--- config.mk ---
export PLATFORM = sky130hd
export DESIGN_NAME = true_random_byte_source
export DESIGN_NICKNAME = d
export VERILOG_FILES = /design/src/inc/noise_byte_pkg.sv /design/src/hdl/true_random_byte_source.sv
export VERILOG_INCLUDE_DIRS = /design/src /design/src/inc
export SDC_FILE = /design/constraint.sdc
export NUM_CORES = 1
export LEC_CHECK = 0
export BUFFER_PORTS_ARGS = -buffer_cell sky130_fd_sc_hd__buf_2
export CAP_MARGIN = 20
export CORE_MARGIN = 3
export CORE_UTILIZATION = 46
export CTS_BUF_LIST = sky130_fd_sc_hd__clkbuf_4
export CTS_CLUSTER_DIAMETER = 100
export DETAILED_ROUTE_END_ITERATION = 6
export GPL_ROUTABILITY_DRIVEN = 0
export PLACE_DENSITY = 0.78
export SYNTH_ARGS = -nofsm -noshare
export SYNTH_HDL_FRONTEND = slang
export SYNTH_SLANG_ARGS = --single-unit
--- constraint.sdc ---
create_clock -name clk_sys -period 1.9 [get_ports clk_sys]
set_clock_uncertainty 0.1 [all_clocks]
set_input_delay 0.285 -clock clk_sys [delete_from_list [all_inputs] [get_ports clk_sys]]
set_output_delay 0.285 -clock clk_sys [all_outputs]
set_load 0.01 [all_outputs]
--- src/inc/noise_byte_regs.svh ---
// register offsets, field positions, reset values and counts of the random byte source
// assumes byte addressing on a 32-bit register bus, one aligned word per register
`ifndef NOISE_BYTE_REGS_SVH
`define NOISE_BYTE_REGS_SVH

// ----------------------------------------------------------------
// register offsets (byte addresses)
// ----------------------------------------------------------------
`define OFS_START_TRIGGER    12'h000
`define OFS_STOP_TRIGGER     12'h004
`define OFS_SAMPLE_READY     12'h100
`define OFS_AUTO_STOP_LINK   12'h200
`define OFS_IRQ_ENABLE_SET   12'h304
`define OFS_IRQ_ENABLE_CLEAR 12'h308
`define OFS_GENERATOR_SETUP  12'h504
`define OFS_RANDOM_OUTPUT    12'h508

// ----------------------------------------------------------------
// fields and reset values
// ----------------------------------------------------------------
`define FLD_TRIGGER          0
`define FLD_SAMPLE_READY     0
`define FLD_HALT_SHORTCUT    0
`define FLD_IRQ_SAMPLE_READY 0
`define FLD_BIAS_FIX         0
`define RST_WORD             32'h0000_0000
`define RST_BYTE             8'h00

// ----------------------------------------------------------------
// bus answers and timing counts
// ----------------------------------------------------------------
`define RESP_OKAY            2'h0
`define RESP_DECODE_ERROR    2'h3
`define SAMPLE_DIV_DEFAULT   8
`define BYTE_BITS            8

`endif

--- src/inc/noise_byte_pkg.sv ---
// types of the random byte source: bus request, bus answer and block state
// assumes noise_byte_regs.svh is compiled alongside
package noise_byte_pkg;

   typedef struct packed {
      logic        read;
      logic        write;
      logic [11:0] address;
      logic [31:0] writedata;
      logic [3:0]  byteenable;
   } avl_req_t;

   typedef struct packed {
      logic [31:0] readdata;
      logic        waitrequest;
      logic [1:0]  response;
   } avl_rsp_t;

   typedef struct packed {
      logic       noise_s1;
      logic       noise_s2;
      logic       running;
      logic [7:0] div;
      logic       have_prev;
      logic       prev_bit;
      logic [7:0] shift;
      logic [2:0] bit_count;
      logic [7:0] value;
      logic       sample_ready_flag;
      logic       ready_to_halt_shortcut;
      logic       irq_en;
      logic       bias_fix_enable;
      logic       irq;
      avl_rsp_t   rsp;
   } state_t;

endpackage

--- src/hdl/true_random_byte_source.sv ---
// random byte source: noise sampling, optional bias removal, byte packing, registers, interrupt
// assumes noise_bit comes from an analog noise cell outside this clock domain
//
// Function
// - a one written to the start trigger begins generation, with no seed needed.
// - a one written to the stop trigger halts generation.
// - while running, bytes keep coming and each goes to the output register when complete.
// - every byte loaded into the output register raises the sample-ready event once.
// - with bias correction on, the raw bit stream is cleaned of any lean toward ones or zeros.
// - accepted bits shift into an eight-bit holder that moves in parallel to the output register.
// - a setup bit turns bias correction on or off, trading speed for uniform output.
// - the time per byte varies, so software assumes no fixed rate.
// - the flag register reads one after a new byte and zero otherwise, and a write of one clears it.
// - with the shortcut bit set, the sample-ready event stops generation; it resets to zero.
// - output comes from physical noise, not from a pseudo-random sequence.
// - a one written to the enable-set register enables the interrupt; a zero does nothing.
// - a one written to the enable-clear register disables it; both read back the enable.
//
// The implementer's own choice: the Avalon-MM interface to the registers.
`timescale 1ns/1ps
`default_nettype none
`include "noise_byte_regs.svh"

module true_random_byte_source #(
   parameter int unsigned SAMPLE_DIV = `SAMPLE_DIV_DEFAULT
) (
   input  wire logic                  clk_sys,
   input  wire logic                  rst_n,
   input  wire logic                  noise_bit,
   input  wire noise_byte_pkg::avl_req_t bus_req,
   output var  noise_byte_pkg::avl_rsp_t bus_rsp,
   output var  logic                  irq
);
   import noise_byte_pkg::*;

   // ----------------------------------------------------------------
   // helpers
   // ----------------------------------------------------------------
   function automatic logic hit(input logic [11:0] addr, input logic [11:0] ofs);
      hit = (addr[11:2] == ofs[11:2]);
   endfunction

   function automatic logic [31:0] bit_word(input logic b);
      bit_word = {31'h0000_0000, b};
   endfunction

   state_t s;
   state_t next_s;
   logic   wr_acc;
   logic   wr_one;
   logic   start_hit;
   logic   stop_hit;
   logic   strobe;
   logic   accept;
   logic   acc_bit;
   logic   byte_done;
   logic [7:0] new_byte;

   // ----------------------------------------------------------------
   // next state
   // ----------------------------------------------------------------
   always_comb begin
      next_s    = s;
      strobe    = 1'b0;
      accept    = 1'b0;
      acc_bit   = 1'b0;
      byte_done = 1'b0;
      new_byte  = {s.shift[6:0], s.noise_s2};

      // two-flop synchroniser for the noise pin
      // physical noise
      next_s.noise_s1 = noise_bit;
      next_s.noise_s2 = s.noise_s1;

      // bus handshake: one wait cycle, then one cycle with waitrequest low
      // a held request lands once, in the cycle with waitrequest low
      wr_acc    = bus_req.write && !s.rsp.waitrequest && bus_req.byteenable[0];
      wr_one    = wr_acc && bus_req.writedata[0];
      start_hit = wr_one && hit(bus_req.address, `OFS_START_TRIGGER);
      stop_hit  = wr_one && hit(bus_req.address, `OFS_STOP_TRIGGER);
      next_s.rsp.waitrequest = !((bus_req.read || bus_req.write) && s.rsp.waitrequest);

      // sample divider runs only while generating
      if (s.running) begin
         if (s.div == 8'(SAMPLE_DIV - 1)) begin
            next_s.div = 8'h00;
            strobe     = 1'b1;
         end else begin
            next_s.div = s.div + 8'h01;
         end
      end else begin
         next_s.div = 8'h00;
      end

      if (strobe) begin
         if (!s.bias_fix_enable) begin
            accept  = 1'b1;
            acc_bit = s.noise_s2;
         end else if (!s.have_prev) begin
            next_s.have_prev = 1'b1;
            next_s.prev_bit  = s.noise_s2;
         end else begin
            next_s.have_prev = 1'b0;
            accept  = (s.prev_bit != s.noise_s2);
            acc_bit = s.prev_bit;
         end
      end

      if (accept) begin
         new_byte         = {s.shift[6:0], acc_bit};
         next_s.shift     = new_byte;
         next_s.bit_count = s.bit_count + 3'h1;
         if (s.bit_count == 3'(`BYTE_BITS - 1)) begin
            byte_done    = 1'b1;
            next_s.value = new_byte;
         end
      end

      // start from stopped drops any partial byte so no stale bits leak in
      // start trigger
      if (start_hit && !s.running) begin
         next_s.running   = 1'b1;
         next_s.bit_count = 3'h0;
         next_s.have_prev = 1'b0;
      end
      if (stop_hit || (byte_done && s.ready_to_halt_shortcut)) begin
         next_s.running = 1'b0;
      end

      // register writes
      if (wr_acc && hit(bus_req.address, `OFS_AUTO_STOP_LINK)) begin
         next_s.ready_to_halt_shortcut = bus_req.writedata[`FLD_HALT_SHORTCUT];
      end
      if (wr_acc && hit(bus_req.address, `OFS_GENERATOR_SETUP)) begin
         next_s.bias_fix_enable = bus_req.writedata[`FLD_BIAS_FIX];
      end
      if (wr_acc && hit(bus_req.address, `OFS_IRQ_ENABLE_SET) && bus_req.writedata[`FLD_IRQ_SAMPLE_READY]) begin
         next_s.irq_en = 1'b1;
      end
      if (wr_acc && hit(bus_req.address, `OFS_IRQ_ENABLE_CLEAR) && bus_req.writedata[`FLD_IRQ_SAMPLE_READY]) begin
         next_s.irq_en = 1'b0;
      end

      // flag clear by write of one
      if (wr_acc && hit(bus_req.address, `OFS_SAMPLE_READY) && bus_req.writedata[`FLD_SAMPLE_READY]) begin
         next_s.sample_ready_flag = 1'b0;
      end
      // one event per byte, set wins
      if (byte_done) begin
         next_s.sample_ready_flag = 1'b1;
      end
      next_s.irq = next_s.sample_ready_flag && next_s.irq_en;

      // read data captured in the wait cycle
      // writes get a response too, so an unmapped write is reported
      if ((bus_req.read || bus_req.write) && s.rsp.waitrequest) begin
         next_s.rsp.readdata = `RST_WORD;
         next_s.rsp.response = `RESP_OKAY;
         case (1'b1)
            hit(bus_req.address, `OFS_START_TRIGGER),
            hit(bus_req.address, `OFS_STOP_TRIGGER): begin
               next_s.rsp.readdata = `RST_WORD;
            end
            hit(bus_req.address, `OFS_SAMPLE_READY): begin
               next_s.rsp.readdata = bit_word(s.sample_ready_flag);
            end
            hit(bus_req.address, `OFS_AUTO_STOP_LINK): begin
               next_s.rsp.readdata = bit_word(s.ready_to_halt_shortcut);
            end
            hit(bus_req.address, `OFS_IRQ_ENABLE_SET),
            hit(bus_req.address, `OFS_IRQ_ENABLE_CLEAR): begin
               next_s.rsp.readdata = bit_word(s.irq_en);
            end
            hit(bus_req.address, `OFS_GENERATOR_SETUP): begin
               next_s.rsp.readdata = bit_word(s.bias_fix_enable);
            end
            hit(bus_req.address, `OFS_RANDOM_OUTPUT): begin
               next_s.rsp.readdata = {24'h00_0000, s.value};
            end
            default: begin
               next_s.rsp.response = `RESP_DECODE_ERROR;
            end
         endcase
      end
   end

   // ----------------------------------------------------------------
   // state register
   // ----------------------------------------------------------------
   always_ff @(posedge clk_sys) begin
      if (!rst_n) begin
         s                 <= '0;
         s.value           <= `RST_BYTE;
         s.rsp.waitrequest <= 1'b1;
         s.rsp.readdata    <= `RST_WORD;
         s.rsp.response    <= `RESP_OKAY;
      end else begin
         s <= next_s;
      end
   end

   assign bus_rsp = s.rsp;
   assign irq     = s.irq;
endmodule
`default_nettype wire

## After elaboration in Yosys (flattened, before gate mapping)

Index checks and enable logic that the tools add are counted.

| storage, ports and cells | value |
|---|---|
| flip-flop bits (word level) | 71 |
| word-level logic and storage cells | 90 |

| operators by class | value |
|---|---|
| $add $sub $neg | 2 |
| equality and inequality tests | 10 |
| multiplexer cells | 27 |
| bitwise operators | 3 |
| reduce and logical (&&, ||, !) cells | 31 |

Operators by type and width:

| cell | number |
|---|---|
| $mux W8 | 6 |
| $eq A10 B8 Y1 const B | 3 |
| $eq A10 B9 Y1 const B | 2 |
| $logic_and A1 B1 Y1 | 17 |
| $mux W1 | 15 |
| $mux W2 | 6 |
| $eq A10 B1 Y1 const B | 1 |
| $eq A10 B7 Y1 const B | 1 |
| $logic_not A10 Y1 | 1 |
| $add A8 B1 Y8 const B | 1 |
| $eq A8 B3 Y1 const B | 1 |
| $reduce_or A2 Y1 | 4 |
| $reduce_and A2 Y1 | 2 |
| $add A3 B1 Y3 const B | 1 |
| $eq A3 B3 Y1 const B | 1 |
| $logic_not A1 Y1 | 3 |
| $not A1 Y1 | 3 |
| $reduce_and A3 Y1 | 1 |
| $reduce_or A3 Y1 | 1 |
| $logic_or A1 B1 Y1 | 2 |
| $ne A1 B1 Y1 | 1 |

## Longest topological paths before layout

Gate-level depths: netlist of run 1.

| depth | value |
|---|---|
| depth in word-level cells | 8 |
| depth in mapped cells | 8 |
| mapped depth without buffers | 6 |

## Least setup slack after synthesis of run 1

Ideal clock, no wire load.

| path | value |
|---|---|
| path type | register to register |
| start point | reg s[61] (netlist bit) |
| end point | reg s[49] (netlist bit) |
| setup time | 0.132 ns |
| arrival time | 1.726 ns |
| data required time | 1.668 ns |
| setup slack | -0.058 ns |
| stages on the path, launching flop included | 9 |
| path buffers | 2 |
| period minus slack after synthesis | 1.958 ns |
| cells stage by stage | dfxtp_1 > ha_1 > nor4b_2 > nand4_1 > a21oi_1 > buf_4 > buf_4 > mux2i_1 > nor2_1 |

| between the ends | value |
|---|---|
| longest elaborated chain between the ends | 4 |

RTL lines:

| what | line | text |
|---|---|---|
| start: declaration | true_random_byte_source.sv:47 | `state_t s;` |
| start signal: assignment | true_random_byte_source.sv:198 | `s <= next_s;` |
| $eq A8 B3 Y1 | true_random_byte_source.sv:85 | `if (s.div == 8'(SAMPLE_DIV - 1)) begin` |
| $mux W1 | true_random_byte_source.sv:85 |  |
| $mux W1 | true_random_byte_source.sv:84 | `if (s.running) begin` |
| $mux W1 | true_random_byte_source.sv:95 | `if (strobe) begin` |

Every way passes these cells.
A chain may end at the register's enable or synchronous reset.

## Worst setup path in the final report of run 1

| path | value |
|---|---|
| start point | reg s[62] (netlist bit) |
| end point | reg s[59] (netlist bit) |

| between the ends | value |
|---|---|
| longest elaborated chain between the ends | 4 |

RTL lines:

| what | line |
|---|---|
| $eq A8 B3 Y1 | true_random_byte_source.sv:85 |
| $mux W1 | true_random_byte_source.sv:85 |
| $mux W1 | true_random_byte_source.sv:84 |
| $reduce_and A3 Y1 (no line) | - |

Every way passes these cells.

==> results of run 1 <==
==> cells by family after synthesis <==
| group | after synthesis | share of synthesized area [%] |
|---|---|---|
| AO/OA/AOI/OAI | 39 | 12.3 |
| XOR/XNOR | 10 | 3.79 |
| other | 1 | 0.162 |
| multiplexers | 12 | 5.20 |
| buffers and inverters | 50 | 14.5 |
| AND/OR/NAND/NOR | 93 | 22.6 |
| flip-flops | 46 | 39.8 |
| adder cells (fa/ha/maj) | 3 | 1.62 |
==> stage by stage <==
step / instances / total power, mW / setup slack (ns)
2_1_floorplan: 277 / 1.11 / 0.0124
3_3_place_gp: 349 / 1.12 / -0.0843
3_5_place_dp: 349 / 1.13 / -0.107
4_1_cts: 357 / 1.61 / 0.00273
5_1_grt: 357 / 1.67 / 0.000444
6_report: 357 / 1.59 / 0.0949
==> sequential cells by signal, indices dropped and copies added, names as in the netlist <==
name	cells
s	34
bus_rsp	10
irq	1
next_s	1
==> critical path, cell delays in order, from the launching register on <==
cell and delay, ns:
sky130_fd_sc_hd__dfxtp_2 0.36, sky130_fd_sc_hd__ha_2 0.18, sky130_fd_sc_hd__nor4b_4 0.22, sky130_fd_sc_hd__nand4_1 0.18, sky130_fd_sc_hd__buf_4 0.19, sky130_fd_sc_hd__or4_1 0.41, sky130_fd_sc_hd__a21boi_1 0.13
==> final timing paths <==
kind / start / slack (ns) / end
max reg2reg: s[62] / 0.09 / s[59]
min reg2reg: next_s[70] / 0.35 / s[70]
min: noise_bit / 0.01 / next_s[70]
max: s[62] / 0.09 / s[59]
==> cell type report <==
cell class / count / area [um^2]
Sequential cell: 46 / 923
Timing Repair Buffer: 50 / 318
Clock buffer: 5 / 37.5
Fill cell: 476 / 2210
Multi-Input combinational cell: 181 / 1170
Inverter: 5 / 18.8
Tap cell: 67 / 83.8
Clock inverter: 3 / 25.0
==> where the power goes <==
group	internal [mW]	leakage (nW)	switching [mW]
Combinational	0.0536	0.631	0.0785
Sequential	0.970	0.372	0.00338
Clock	0.151	0.0318	0.334
Total	1.18	1.04	0.416
==> repair_timing <==
item / CTS / global route
gates resized for setup: 2 / 5
pin swaps: 0 / 2
buffers inserted: 0 / 0
endpoints found under the setup margin: 9 / 17
==> cells in the final DEF, fill, tap and decap left out, types with 4 or more instances in the layout <==
master and n:
sky130_fd_sc_hd__a21boi_0 11, sky130_fd_sc_hd__xor2_1 6, sky130_fd_sc_hd__and3_1 6, sky130_fd_sc_hd__o21ai_0 7, sky130_fd_sc_hd__clkbuf_4 5, sky130_fd_sc_hd__buf_4 21
sky130_fd_sc_hd__xnor2_1 4, sky130_fd_sc_hd__mux2i_1 11, sky130_fd_sc_hd__buf_2 28, sky130_fd_sc_hd__a22o_1 7, sky130_fd_sc_hd__nand2_1 14, sky130_fd_sc_hd__nand3_1 22
sky130_fd_sc_hd__nor2_1 16, sky130_fd_sc_hd__nand4_1 4, sky130_fd_sc_hd__inv_1 5, sky130_fd_sc_hd__nor2b_1 10, sky130_fd_sc_hd__dfxtp_1 44, sky130_fd_sc_hd__conb_1 24
==> layer usage <==
metal	vias to the layer above	part of all wire [%]	wire length [um]	GRT usage, %
met1	823	44	1860	16.2
met4	0	1.5	65	6.70
met3	5	5.5	234	3.76
met5	-	0	0	0
li1	901	-	-	-
met2	45	49	2060	24.4
==> summary.md, run 1 <==
## Clock tree
* H-tree lvl count: 2
* Clock Tree Root: sky130_fd_sc_hd__clkbuf_4
* number of hold buffers added after cts: 0
* number of buffers between clock root and the deepest sink: 2
* TritonCTS clock tree: yes
* total CTS buffers: 5
* Worst-path clk slew: 0.14 ns
* Worst-Skew Late Latency: 0.37 ns
* number of sinks driven by the clock tree: 46

## Drt
* Pre-antenna DRT Iters: 4
* Vias/cell: 4.97
* remaining design rule violation count: 0
* Final Routed Wirelength: 4220 um
* initial DRC count: 45
* WL per Instance: 11.8 um
* number of nets with antenna violations after routing: 0
* vias after detailed routing: 1774

## Yosys
* most repeated cell in the gate-level netlist after synthesis: sky130_fd_sc_hd__dfxtp_1
* number of unique standard cell types used by synthesis: 43
* biggest area contributors in the synthesized netlist: sky130_fd_sc_hd__dfxtp_1 (40%), sky130_fd_sc_hd__buf_4 (12%), sky130_fd_sc_hd__mux2i_1 (5.2%)
* synthesis warning total: 0
* dominant synthesized flop cell: sky130_fd_sc_hd__dfxtp_1
* commonest cells in the synthesized netlist: sky130_fd_sc_hd__dfxtp_1 (46), sky130_fd_sc_hd__buf_4 (37), sky130_fd_sc_hd__nand3_1 (22), sky130_fd_sc_hd__nor2_1 (16), sky130_fd_sc_hd__nand2_1 (14)
* EDFF count, synth: 0
* cell type with the highest aggregate area in the netlist: sky130_fd_sc_hd__dfxtp_1
* share of synthesized registers carrying an async set or reset: 0%
* Cells after Synth: 254
* Post-Synthesis Cell Area: 2310 um^2
* Synth Area per Inst: 9.10 um^2
* number of storage elements in the synthesis netlist: 46
* sequential-to-total area share from yosys stat: 39.8%
* area fraction of the dominant cell type after synthesis: 39.8%

## Setup path
* CP arrival: 2.02 ns
* endpoint kind of the worst setup timing path: flip-flop
* peak fanout along the critical path: 4
* crit path kind: reg2reg
* required time of the critical path: 2.11 ns
* length in cells of the worst reg-to-reg path: 6
* CP Launch Type: flip-flop

## Job
* max_cap viols: 0

## Timing
* upper clock frequency limit: 0.554 GHz
* post-route minimum period: 1.81 ns
* Final Hold Viols: 0
* share of the clock period used by the worst path: 95.0%
* setup repair after global routing missed its margin: no
* number of max-slew violations in the final report: 0
* setup TNS: 0 ns
* Setup-failing EPs final: 0
* worst hold slack: 0.0113 ns

## Global route
* global-route total usage across every layer: 14.1%
* total congestion overflow after global routing: 0
* first-pass GRT wire length: 6790 um
* largest net degree at the start of global routing: 30
* initial antenna violation count: 0
* vias in the first global route: 1606

## Power
* maximum resistive drop on vdd: 404 uV
* Leak Pwr: 1.04 nW
* cell area power density: 617 nW/um^2

## Final layout
* ant diodes: 0
* layout overhead on the synthesized area: 11.5%
* Final Net Count: 345
* post-route core utilization: 53.8%
* share of final-layout standard cells stronger than drive strength 1: 23.8%
* final design instance area without fill: 2580 um^2

## Floorplan
* Die H: 76.9 um
* Die Area: 5910 um^2
* number of placed I/O pins: 89
* overall die width: 76.9 um
* Std-Cell Rows: 25
* placeable core area: 4790 um^2
* Starting Density: 48.3%

## Hold path
* min-delay worst type: in2reg
* number of stages on the worst hold path: 2

## Placed design
* placed standard-cell area: 2490 um^2
* port bufs: 28
* half-perimeter wire length after detailed placement: 3180 um

## Run status
* outcome: completed

Note: power is estimated with default switching activity, not from simulation.
==> inputs of run 2 (changes only) <==
ABC_AREA = 1   (was unset)
CELL_PAD_IN_SITES_DETAIL_PLACEMENT = 0   (was unset)
CELL_PAD_IN_SITES_GLOBAL_PLACEMENT = 1   (was unset)
CORE_UTILIZATION = 31   (was 46)
PLACE_DENSITY = 0.76   (was 0.78)
==> run 2 against run 1 <==
Net effect: cell count is 23% higher; setup slack gained 0.069 ns; sequential share of layout area grew 1.3 points; critical path type unchanged.
==> summary.md, run 2 <==
## Run status
* outcome: completed

## Setup path
* CP max stage delay: 0.38 ns, -0.03 ns
* CP arrival: 1.93 ns, -0.09 ns
* cell with the largest stage delay on the worst path: sky130_fd_sc_hd__dfxtp_1
* series of cell instances along the critical path: ha_1 > nand2_2 > clkinv_2 > nand3_4 > nor3_4 > nand2_2 > clkinv_2 > nand2_4 > inv_4 > nand2_1 > a21oi_1
* CP Launch Type: flip-flop
* crit path kind: reg2reg
* peak fanout along the critical path: 11, +7
* required time of the critical path: 2.09 ns, -0.02 ns
* endpoint kind of the worst setup timing path: flip-flop

## Final layout
* max FFs per register: 34, unchanged
* filler cell count: 779, +64%
* most frequent standard cell in the layout excluding fill and tap cells: sky130_fd_sc_hd__nand2_1
* register containing the most flip-flops in the final layout: s
* highest-count cells in the layout ignoring fill and taps: sky130_fd_sc_hd__nand2_1 (64), sky130_fd_sc_hd__dfxtp_1 (45), sky130_fd_sc_hd__nor2_1 (32), sky130_fd_sc_hd__inv_1 (30)
* Final Net Count: 399, +16%
* post-route core utilization: 35.5%, -18 points
* ant diodes: 0, unchanged
* share of final-layout standard cells stronger than drive strength 1: 17.2%, -6.6 points
* layout overhead on the synthesized area: 8.24%

## Floorplan
* number of placed I/O pins: 89, unchanged
* Starting Density: 32.8%, -15 points
* overall die width: 92.0 um, +20%
* Die Area: 8460 um^2, +43%
* Die H: 92.0 um, +20%
* Std-Cell Rows: 30, +20%
* placeable core area: 6980 um^2, +46%

## Power
* Leak Pwr: 1.07 nW, +3.3%
* maximum resistive drop on vdd: 247 uV, -39%
* cell area power density: 632 nW/um^2, +2.3%
* Design Power: 1.57 mW, -1.5%

## Clock tree
* Clock Tree Root: sky130_fd_sc_hd__clkbuf_4
* TritonCTS clock tree: yes
* H-tree lvl count: 2, unchanged
* number of buffers between clock root and the deepest sink: 2, unchanged
* Worst-path clk slew: 0.14 ns, about the same
* post-CTS setup buffer count: 0, unchanged
* number of sinks driven by the clock tree: 46, unchanged
* Worst-Skew Late Latency: 0.36 ns, about the same
* total CTS buffers: 5, unchanged

## Global route
* largest net degree at the start of global routing: 23, -23%
* total congestion overflow after global routing: 0, unchanged
* first-pass GRT wire length: 7310 um, +7.7%
* initial antenna violation count: 0, unchanged
* vias in the first global route: 1687, +5.0%
* global-route total usage across every layer: 10.4%, -3.7 points

## Drt
* initial DRC count: 85, +89%
* vias after detailed routing: 1871, +5.5%
* Vias/cell: 4.25, -14%
* Final Routed Wirelength: 4310 um, +2.2%
* remaining design rule violation count: 0, unchanged
* number of nets with antenna violations after routing: 0, unchanged
* WL per Instance: 9.80 um, -17%
* Pre-antenna DRT Iters: 4, unchanged

## Timing
* Setup-failing EPs final: 0, unchanged
* share of the clock period used by the worst path: 91.4%, -3.6 points
* Max transition margin: 51.9%
* upper clock frequency limit: 0.576 GHz, +4.0%
* number of max-slew violations in the final report: 0, unchanged
* post-route minimum period: 1.74 ns, -0.0691 ns
* Final Hold Viols: 0, unchanged
* setup TNS: 0 ns, unchanged
* transition time at the pin with the least slew margin: 0.721 ns
* setup repair after global routing missed its margin: no

## Yosys
* area fraction of the dominant cell type after synthesis: 40.2%, +0.33 points
* number of unique standard cell types used by synthesis: 33, -23%
* biggest area contributors in the synthesized netlist: sky130_fd_sc_hd__dfxtp_1 (40%), sky130_fd_sc_hd__buf_4 (11%), sky130_fd_sc_hd__nand2_1 (10%)
* synthesis warning total: 0, unchanged
* most repeated cell in the gate-level netlist after synthesis: sky130_fd_sc_hd__nand2_1
* share of synthesized registers carrying an async set or reset: 0%, unchanged
* sequential-to-total area share from yosys stat: 40.2%, +0.33 points
* cell type with the highest aggregate area in the netlist: sky130_fd_sc_hd__dfxtp_1
* Post-Synthesis Cell Area: 2290 um^2, -0.81%
* commonest cells in the synthesized netlist: sky130_fd_sc_hd__nand2_1 (64), sky130_fd_sc_hd__dfxtp_1 (46), sky130_fd_sc_hd__buf_4 (35), sky130_fd_sc_hd__nor2_1 (32), sky130_fd_sc_hd__inv_1 (30)
* Cells after Synth: 316, +24%
* EDFF count, synth: 0, unchanged
* Synth Area per Inst: 7.25 um^2, -20%
* number of storage elements in the synthesis netlist: 46, unchanged
* dominant synthesized flop cell: sky130_fd_sc_hd__dfxtp_1

## Placed design
* port bufs: 28, unchanged
* half-perimeter wire length after detailed placement: 3240 um, +1.7%

## Hold path
* min-delay worst type: in2reg

## Job
* max_cap viols: 0, unchanged

run 2: cell count changes after synthesis, moves of 10 or more:
cell,previous run,this run
sky130_fd_sc_hd__a21oi_1,3,28
sky130_fd_sc_hd__nand2_1,14,64
sky130_fd_sc_hd__a21boi_0,12,0
sky130_fd_sc_hd__mux2i_1,12,0
sky130_fd_sc_hd__nor2_1,16,32
sky130_fd_sc_hd__nor2b_1,10,0
sky130_fd_sc_hd__inv_1,5,30
run 2: power by group:
part           leakage (nW)  internal, mW  total (mW)  switching (mW)
sequential            0.372         0.970       0.974         0.00367
clock                0.0292         0.145       0.472           0.327
combinational         0.669        0.0375       0.121          0.0838
run 2: timing repair:
action / CTS / global route
gates resized for setup: 0 / 2
endpoints found under the setup margin: 0 / 10
hold buffers: 1 / 0
endpoints found under the hold margin: 1 / 0
run 2: worst paths after layout:
check             start    end  slack (ns)  depth (start not counted)
max               s[62]  s[47]        0.16                         11
min               rst_n  s[70]        0.09                          3
min reg2reg  next_s[70]  s[70]        0.32                          2
max reg2reg       s[62]  s[47]        0.16                         11
run 2: cells by family (layout without fill, tap and decap cells):
| group | Yosys count | after routing | synth area share, % |
|---|---|---|---|
| compound gates | 50 | 50 | 11.6 |
| xor+xnor | 2 | 2 | 0.764 |
| fa+ha+maj | 3 | 3 | 1.64 |
| buf+inv | 76 | 81 | 18.6 |
| flops | 46 | 46 | 40.2 |
| other cells | 1 | 24 | 0.164 |
| simple gates | 138 | 138 | 27.1 |
run 2: critical path, delay by kind of cell, from the launching register on:
| kind | cells | cell delay, ns |
|---|---|---|
| AND/OR/NAND/NOR | 6 | 0.62 |
| flip-flops | 1 | 0.38 |
| buffers and inverters | 3 | 0.29 |
| adder cells (fa/ha/maj) | 1 | 0.19 |
| AO/OA/AOI/OAI | 1 | 0.10 |
run 2: layout make-up:
type,instances,area [um^2],share of cell area (%)
Clock buffer,5,37.5,1.51
Multi-Input combinational cell,217,1030,41.6
Inverter,36,140,5.65
Timing Repair Buffer,37,210,8.47
Sequential cell,46,922,37.2
Clock inverter,3,20.0,0.807
Tap cell,96,120,4.84
run 2: routing by layer:
layer / up-vias / routed length [um] / share of wire [%] / track usage (%)
met5: - / 0 / 0 / 0
met4: 0 / 69 / 1.6 / 4.08
met3: 5 / 265 / 6.1 / 2.38
met2: 47 / 1740 / 40 / 16.3
met1: 817 / 2240 / 52 / 13.9
li1: 1002 / - / - / -
run 2: metrics by stage:
stage | hold WS [ns] | area, um^2 | std cells | setup slack (ns)
after global placement | 0.297 | 2410 | 431 | 0.104
after global routing | 0.0805 | 2480 | 440 | 0.00102
after CTS | 0.0757 | 2480 | 440 | 0.0699
after floorplan | 0.283 | 2380 | 339 | 0.270
after detailed placement | 0.300 | 2410 | 431 | 0.0989
final | 0.0934 | 2480 | 440 | 0.164
==> inputs of run 3 (changes only) <==
--- a/config.mk
+++ b/config.mk
@@ -11,6 +11,6 @@
 export CAP_MARGIN = 20
-export CELL_PAD_IN_SITES_DETAIL_PLACEMENT = 0
+export CELL_PAD_IN_SITES_DETAIL_PLACEMENT = 1
 export CELL_PAD_IN_SITES_GLOBAL_PLACEMENT = 1
 export CORE_MARGIN = 3
-export CORE_UTILIZATION = 31
+export CORE_UTILIZATION = 37
 export CTS_BUF_LIST = sky130_fd_sc_hd__clkbuf_4
@@ -19,3 +19,3 @@
 export GPL_ROUTABILITY_DRIVEN = 0
-export PLACE_DENSITY = 0.76
+export PLACE_DENSITY = 0.85
 export SYNTH_ARGS = -nofsm -noshare
==> constraint.sdc (replaced) <==
create_clock -name clk_sys -period 2.2 [get_ports clk_sys]
set_clock_uncertainty 0.1 [all_clocks]
set_input_delay 0.11 -clock clk_sys [delete_from_list [all_inputs] [get_ports clk_sys]]
set_output_delay 0.11 -clock clk_sys [all_outputs]
set_load 0.01 [all_outputs]
==> run 3 against run 2 <==
Net effect: power fell by 13%; cell count is 5.5% lower; non-clock buffer count decreased by 3; first-iteration DRC count decreased by 35%; setup slack better by 0.20 ns; global-route usage rose by 3.7 points; flip-flop and latch count did not move; highest routed layer unchanged.
==> summary.md, run 3 (synthesis results as in run 2) <==
## Final layout
* final design instance area without fill: 2440 um^2, -1.6%
* most frequent standard cell in the layout excluding fill and tap cells: sky130_fd_sc_hd__nand2_1
* filler cell count: 790, +1.4%
* share of final-layout standard cells stronger than drive strength 1: 15.5%, -1.6 points
* max FFs per register: 34, unchanged
* Cell Count, Final, Fillers Out: 416, -5.5%
* Final Net Count: 396, -0.75%
* ant diodes: 0, unchanged
* post-route core utilization: 41.0%, +5.4 points
* layout overhead on the synthesized area: 6.50%
* highest-count cells in the layout ignoring fill and taps: sky130_fd_sc_hd__nand2_1 (64), sky130_fd_sc_hd__dfxtp_1 (46), sky130_fd_sc_hd__nor2_1 (32), sky130_fd_sc_hd__inv_1 (30)
* register containing the most flip-flops in the final layout: s

## Setup path
* required time of the critical path: 2.40 ns, +0.31 ns
* crit path kind: reg2reg
* CP arrival: 2.04 ns, +0.11 ns
* Worst path depth: 11, unchanged
* cell with the largest stage delay on the worst path: sky130_fd_sc_hd__dfxtp_1
* CP max stage delay: 0.40 ns, +0.02 ns
* delay-heaviest family, CP: simple AND/OR/NAND/NOR gates
* CP Launch Type: flip-flop
* Critical path buffers and inverters: 3, unchanged
* series of cell instances along the critical path: ha_1 > nand2_2 > clkinv_2 > nand3_4 > nor3_4 > nand2_2 > clkinv_2 > nand2_4 > inv_2 > nand2_1 > a21oi_1
* endpoint kind of the worst setup timing path: flip-flop
* peak fanout along the critical path: 11, unchanged
* length in cells of the worst reg-to-reg path: 11, unchanged

## Global route
* most crowded layer after global routing: met2
* global-route total usage across every layer: 14.1%, +3.7 points
* first-pass GRT wire length: 8450 um, +16%
* grt met1 use: 16.6%, +2.7 points
* global-route track usage on met3: 2.75%, +0.37 points
* total congestion overflow after global routing: 0, unchanged
* global-route met2 utilization: 25.3%, +9.0 points
* largest net degree at the start of global routing: 23, unchanged
* vias in the first global route: 1977, +17%
* initial antenna violation count: 0, unchanged

## Hold path
* min-delay worst type: in2reg
* number of stages on the worst hold path: 5, +2

## Drt
* Pre-antenna DRT Iters: 4, unchanged
* WL per Instance: 11.7 um, +19%
* Final Routed Wirelength: 4850 um, +13%
* initial DRC count: 55, -35%
* number of nets with antenna violations after routing: 0, unchanged
* Vias/cell: 4.74, +11%
* remaining design rule violation count: 0, unchanged
* vias after detailed routing: 1971, +5.3%

## Floorplan
* Die Area: 7180 um^2, -15%
* Std-Cell Rows: 28, -6.7%
* number of placed I/O pins: 89, unchanged
* Starting Density: 38.5%, +5.7 points
* Die H: 84.7 um, -7.9%
* placeable core area: 5960 um^2, -15%
* overall die width: 84.7 um, -7.9%

## Power
* cell area power density: 560 nW/um^2, -11%
* Sequential Power Share: 61.5%, -0.7 points
* P_sw: 367 uW, -11%
* Design Power: 1.37 mW, -13%
* Sw Ratio: 26.8%, +0.40 points
* clock group share of total power: 30.7%, +0.6 points
* Comb pwr share: 7.8%, about the same
* maximum resistive drop on vdd: 252 uV, +1.9%
* internal power: 1.00 mW, -13%
* Leak Pwr: 1.05 nW, -1.5%

## Timing
* upper clock frequency limit: 0.544 GHz, -5.6%
* worst hold slack: 0.0651 ns, -0.0284 ns
* post-route minimum period: 1.84 ns, +0.103 ns
* transition time at the pin with the least slew margin: 0.690 ns, -0.0312 ns
* worst setup margin: 0.361 ns, +0.197 ns
* share of the clock period used by the worst path: 83.6%, -7.8 points
* setup repair after global routing missed its margin: no
* setup TNS: 0 ns, unchanged
* number of max-slew violations in the final report: 0, unchanged
* Final Hold Viols: 0, unchanged
* Max transition margin: 53.9%, +2.1 points
* Setup-failing EPs final: 0, unchanged

## Clock tree
* Resize count post-CTS: 0, unchanged
* post-CTS setup buffer count: 0, unchanged
* number of buffers between clock root and the deepest sink: 2, unchanged
* Clock Tree Root: sky130_fd_sc_hd__clkbuf_4
* number of hold buffers added after cts: 4, +3
* total CTS buffers: 5, unchanged
* Worst-Skew Late Latency: 0.37 ns, about the same
* number of sinks driven by the clock tree: 46, unchanged
* H-tree lvl count: 2, unchanged
* TritonCTS clock tree: yes
* Worst-path clk slew: 0.15 ns, about the same

## Placed design
* Placed Cells: 404, -6.3%
* worst setup slack after placement: 0.362 ns, +0.263 ns
* half-perimeter wire length after detailed placement: 3770 um, +16%
* port bufs: 28, unchanged
* placed standard-cell area: 2340 um^2, -3.0%

## Run status
* outcome: completed

## Job
* max_cap viols: 0, unchanged

==> run 3: cell types whose count changed in the layout (fill, tap and decap cells not counted), sizes merged <==
cell | previous run | this run
buf | 36 | 30
dlygate4sd3 | 1 | 4
==> run 3: final timing paths <==
kind           endpoint  slack (ns)   startpoint
min reg2reg       s[70]        0.33   next_s[70]
min          bus_rsp[6]        0.07  bus_req[49]
max reg2reg       s[46]        0.36        s[61]
max               s[46]        0.36        s[61]
==> run 3: layout make-up <==
class | instances | area [um^2] | area share (%)
multi-input combinational | 217 | 1030 | 42.2
inverter | 36 | 138 | 5.64
tap | 75 | 93.8 | 3.84
clock inverter | 3 | 25.0 | 1.03
clock buffer | 5 | 37.5 | 1.54
sequential | 46 | 921 | 37.7
timing repair buffer | 34 | 195 | 8.00
==> run 3: power by group through the flow <==
stage	clock network (mW)	logic, mW	registers [mW]
6_report	0.420	0.107	0.842
5_1_grt	0.477	0.121	0.843
4_1_cts	0.441	0.106	0.842
3_5_place_dp	0	0.100	0.860
3_3_place_gp	0	0.0976	0.859
2_1_floorplan	0	0.0996	0.859
==> run 3: routing by layer <==
layer | vias to the layer above | share of wire, %
li1 | 999 | -
met1 | 923 | 44
met2 | 43 | 50
met3 | 6 | 4.4
met4 | 0 | 1.6
met5 | - | 0
==> run 3: worst min-delay path: stages <==
cell and delay [ns]:
sky130_fd_sc_hd__buf_2 0.09, sky130_fd_sc_hd__o21ai_2 0.04, sky130_fd_sc_hd__buf_4 0.16, sky130_fd_sc_hd__nand2_1 0.06
sky130_fd_sc_hd__a21oi_1 0.05
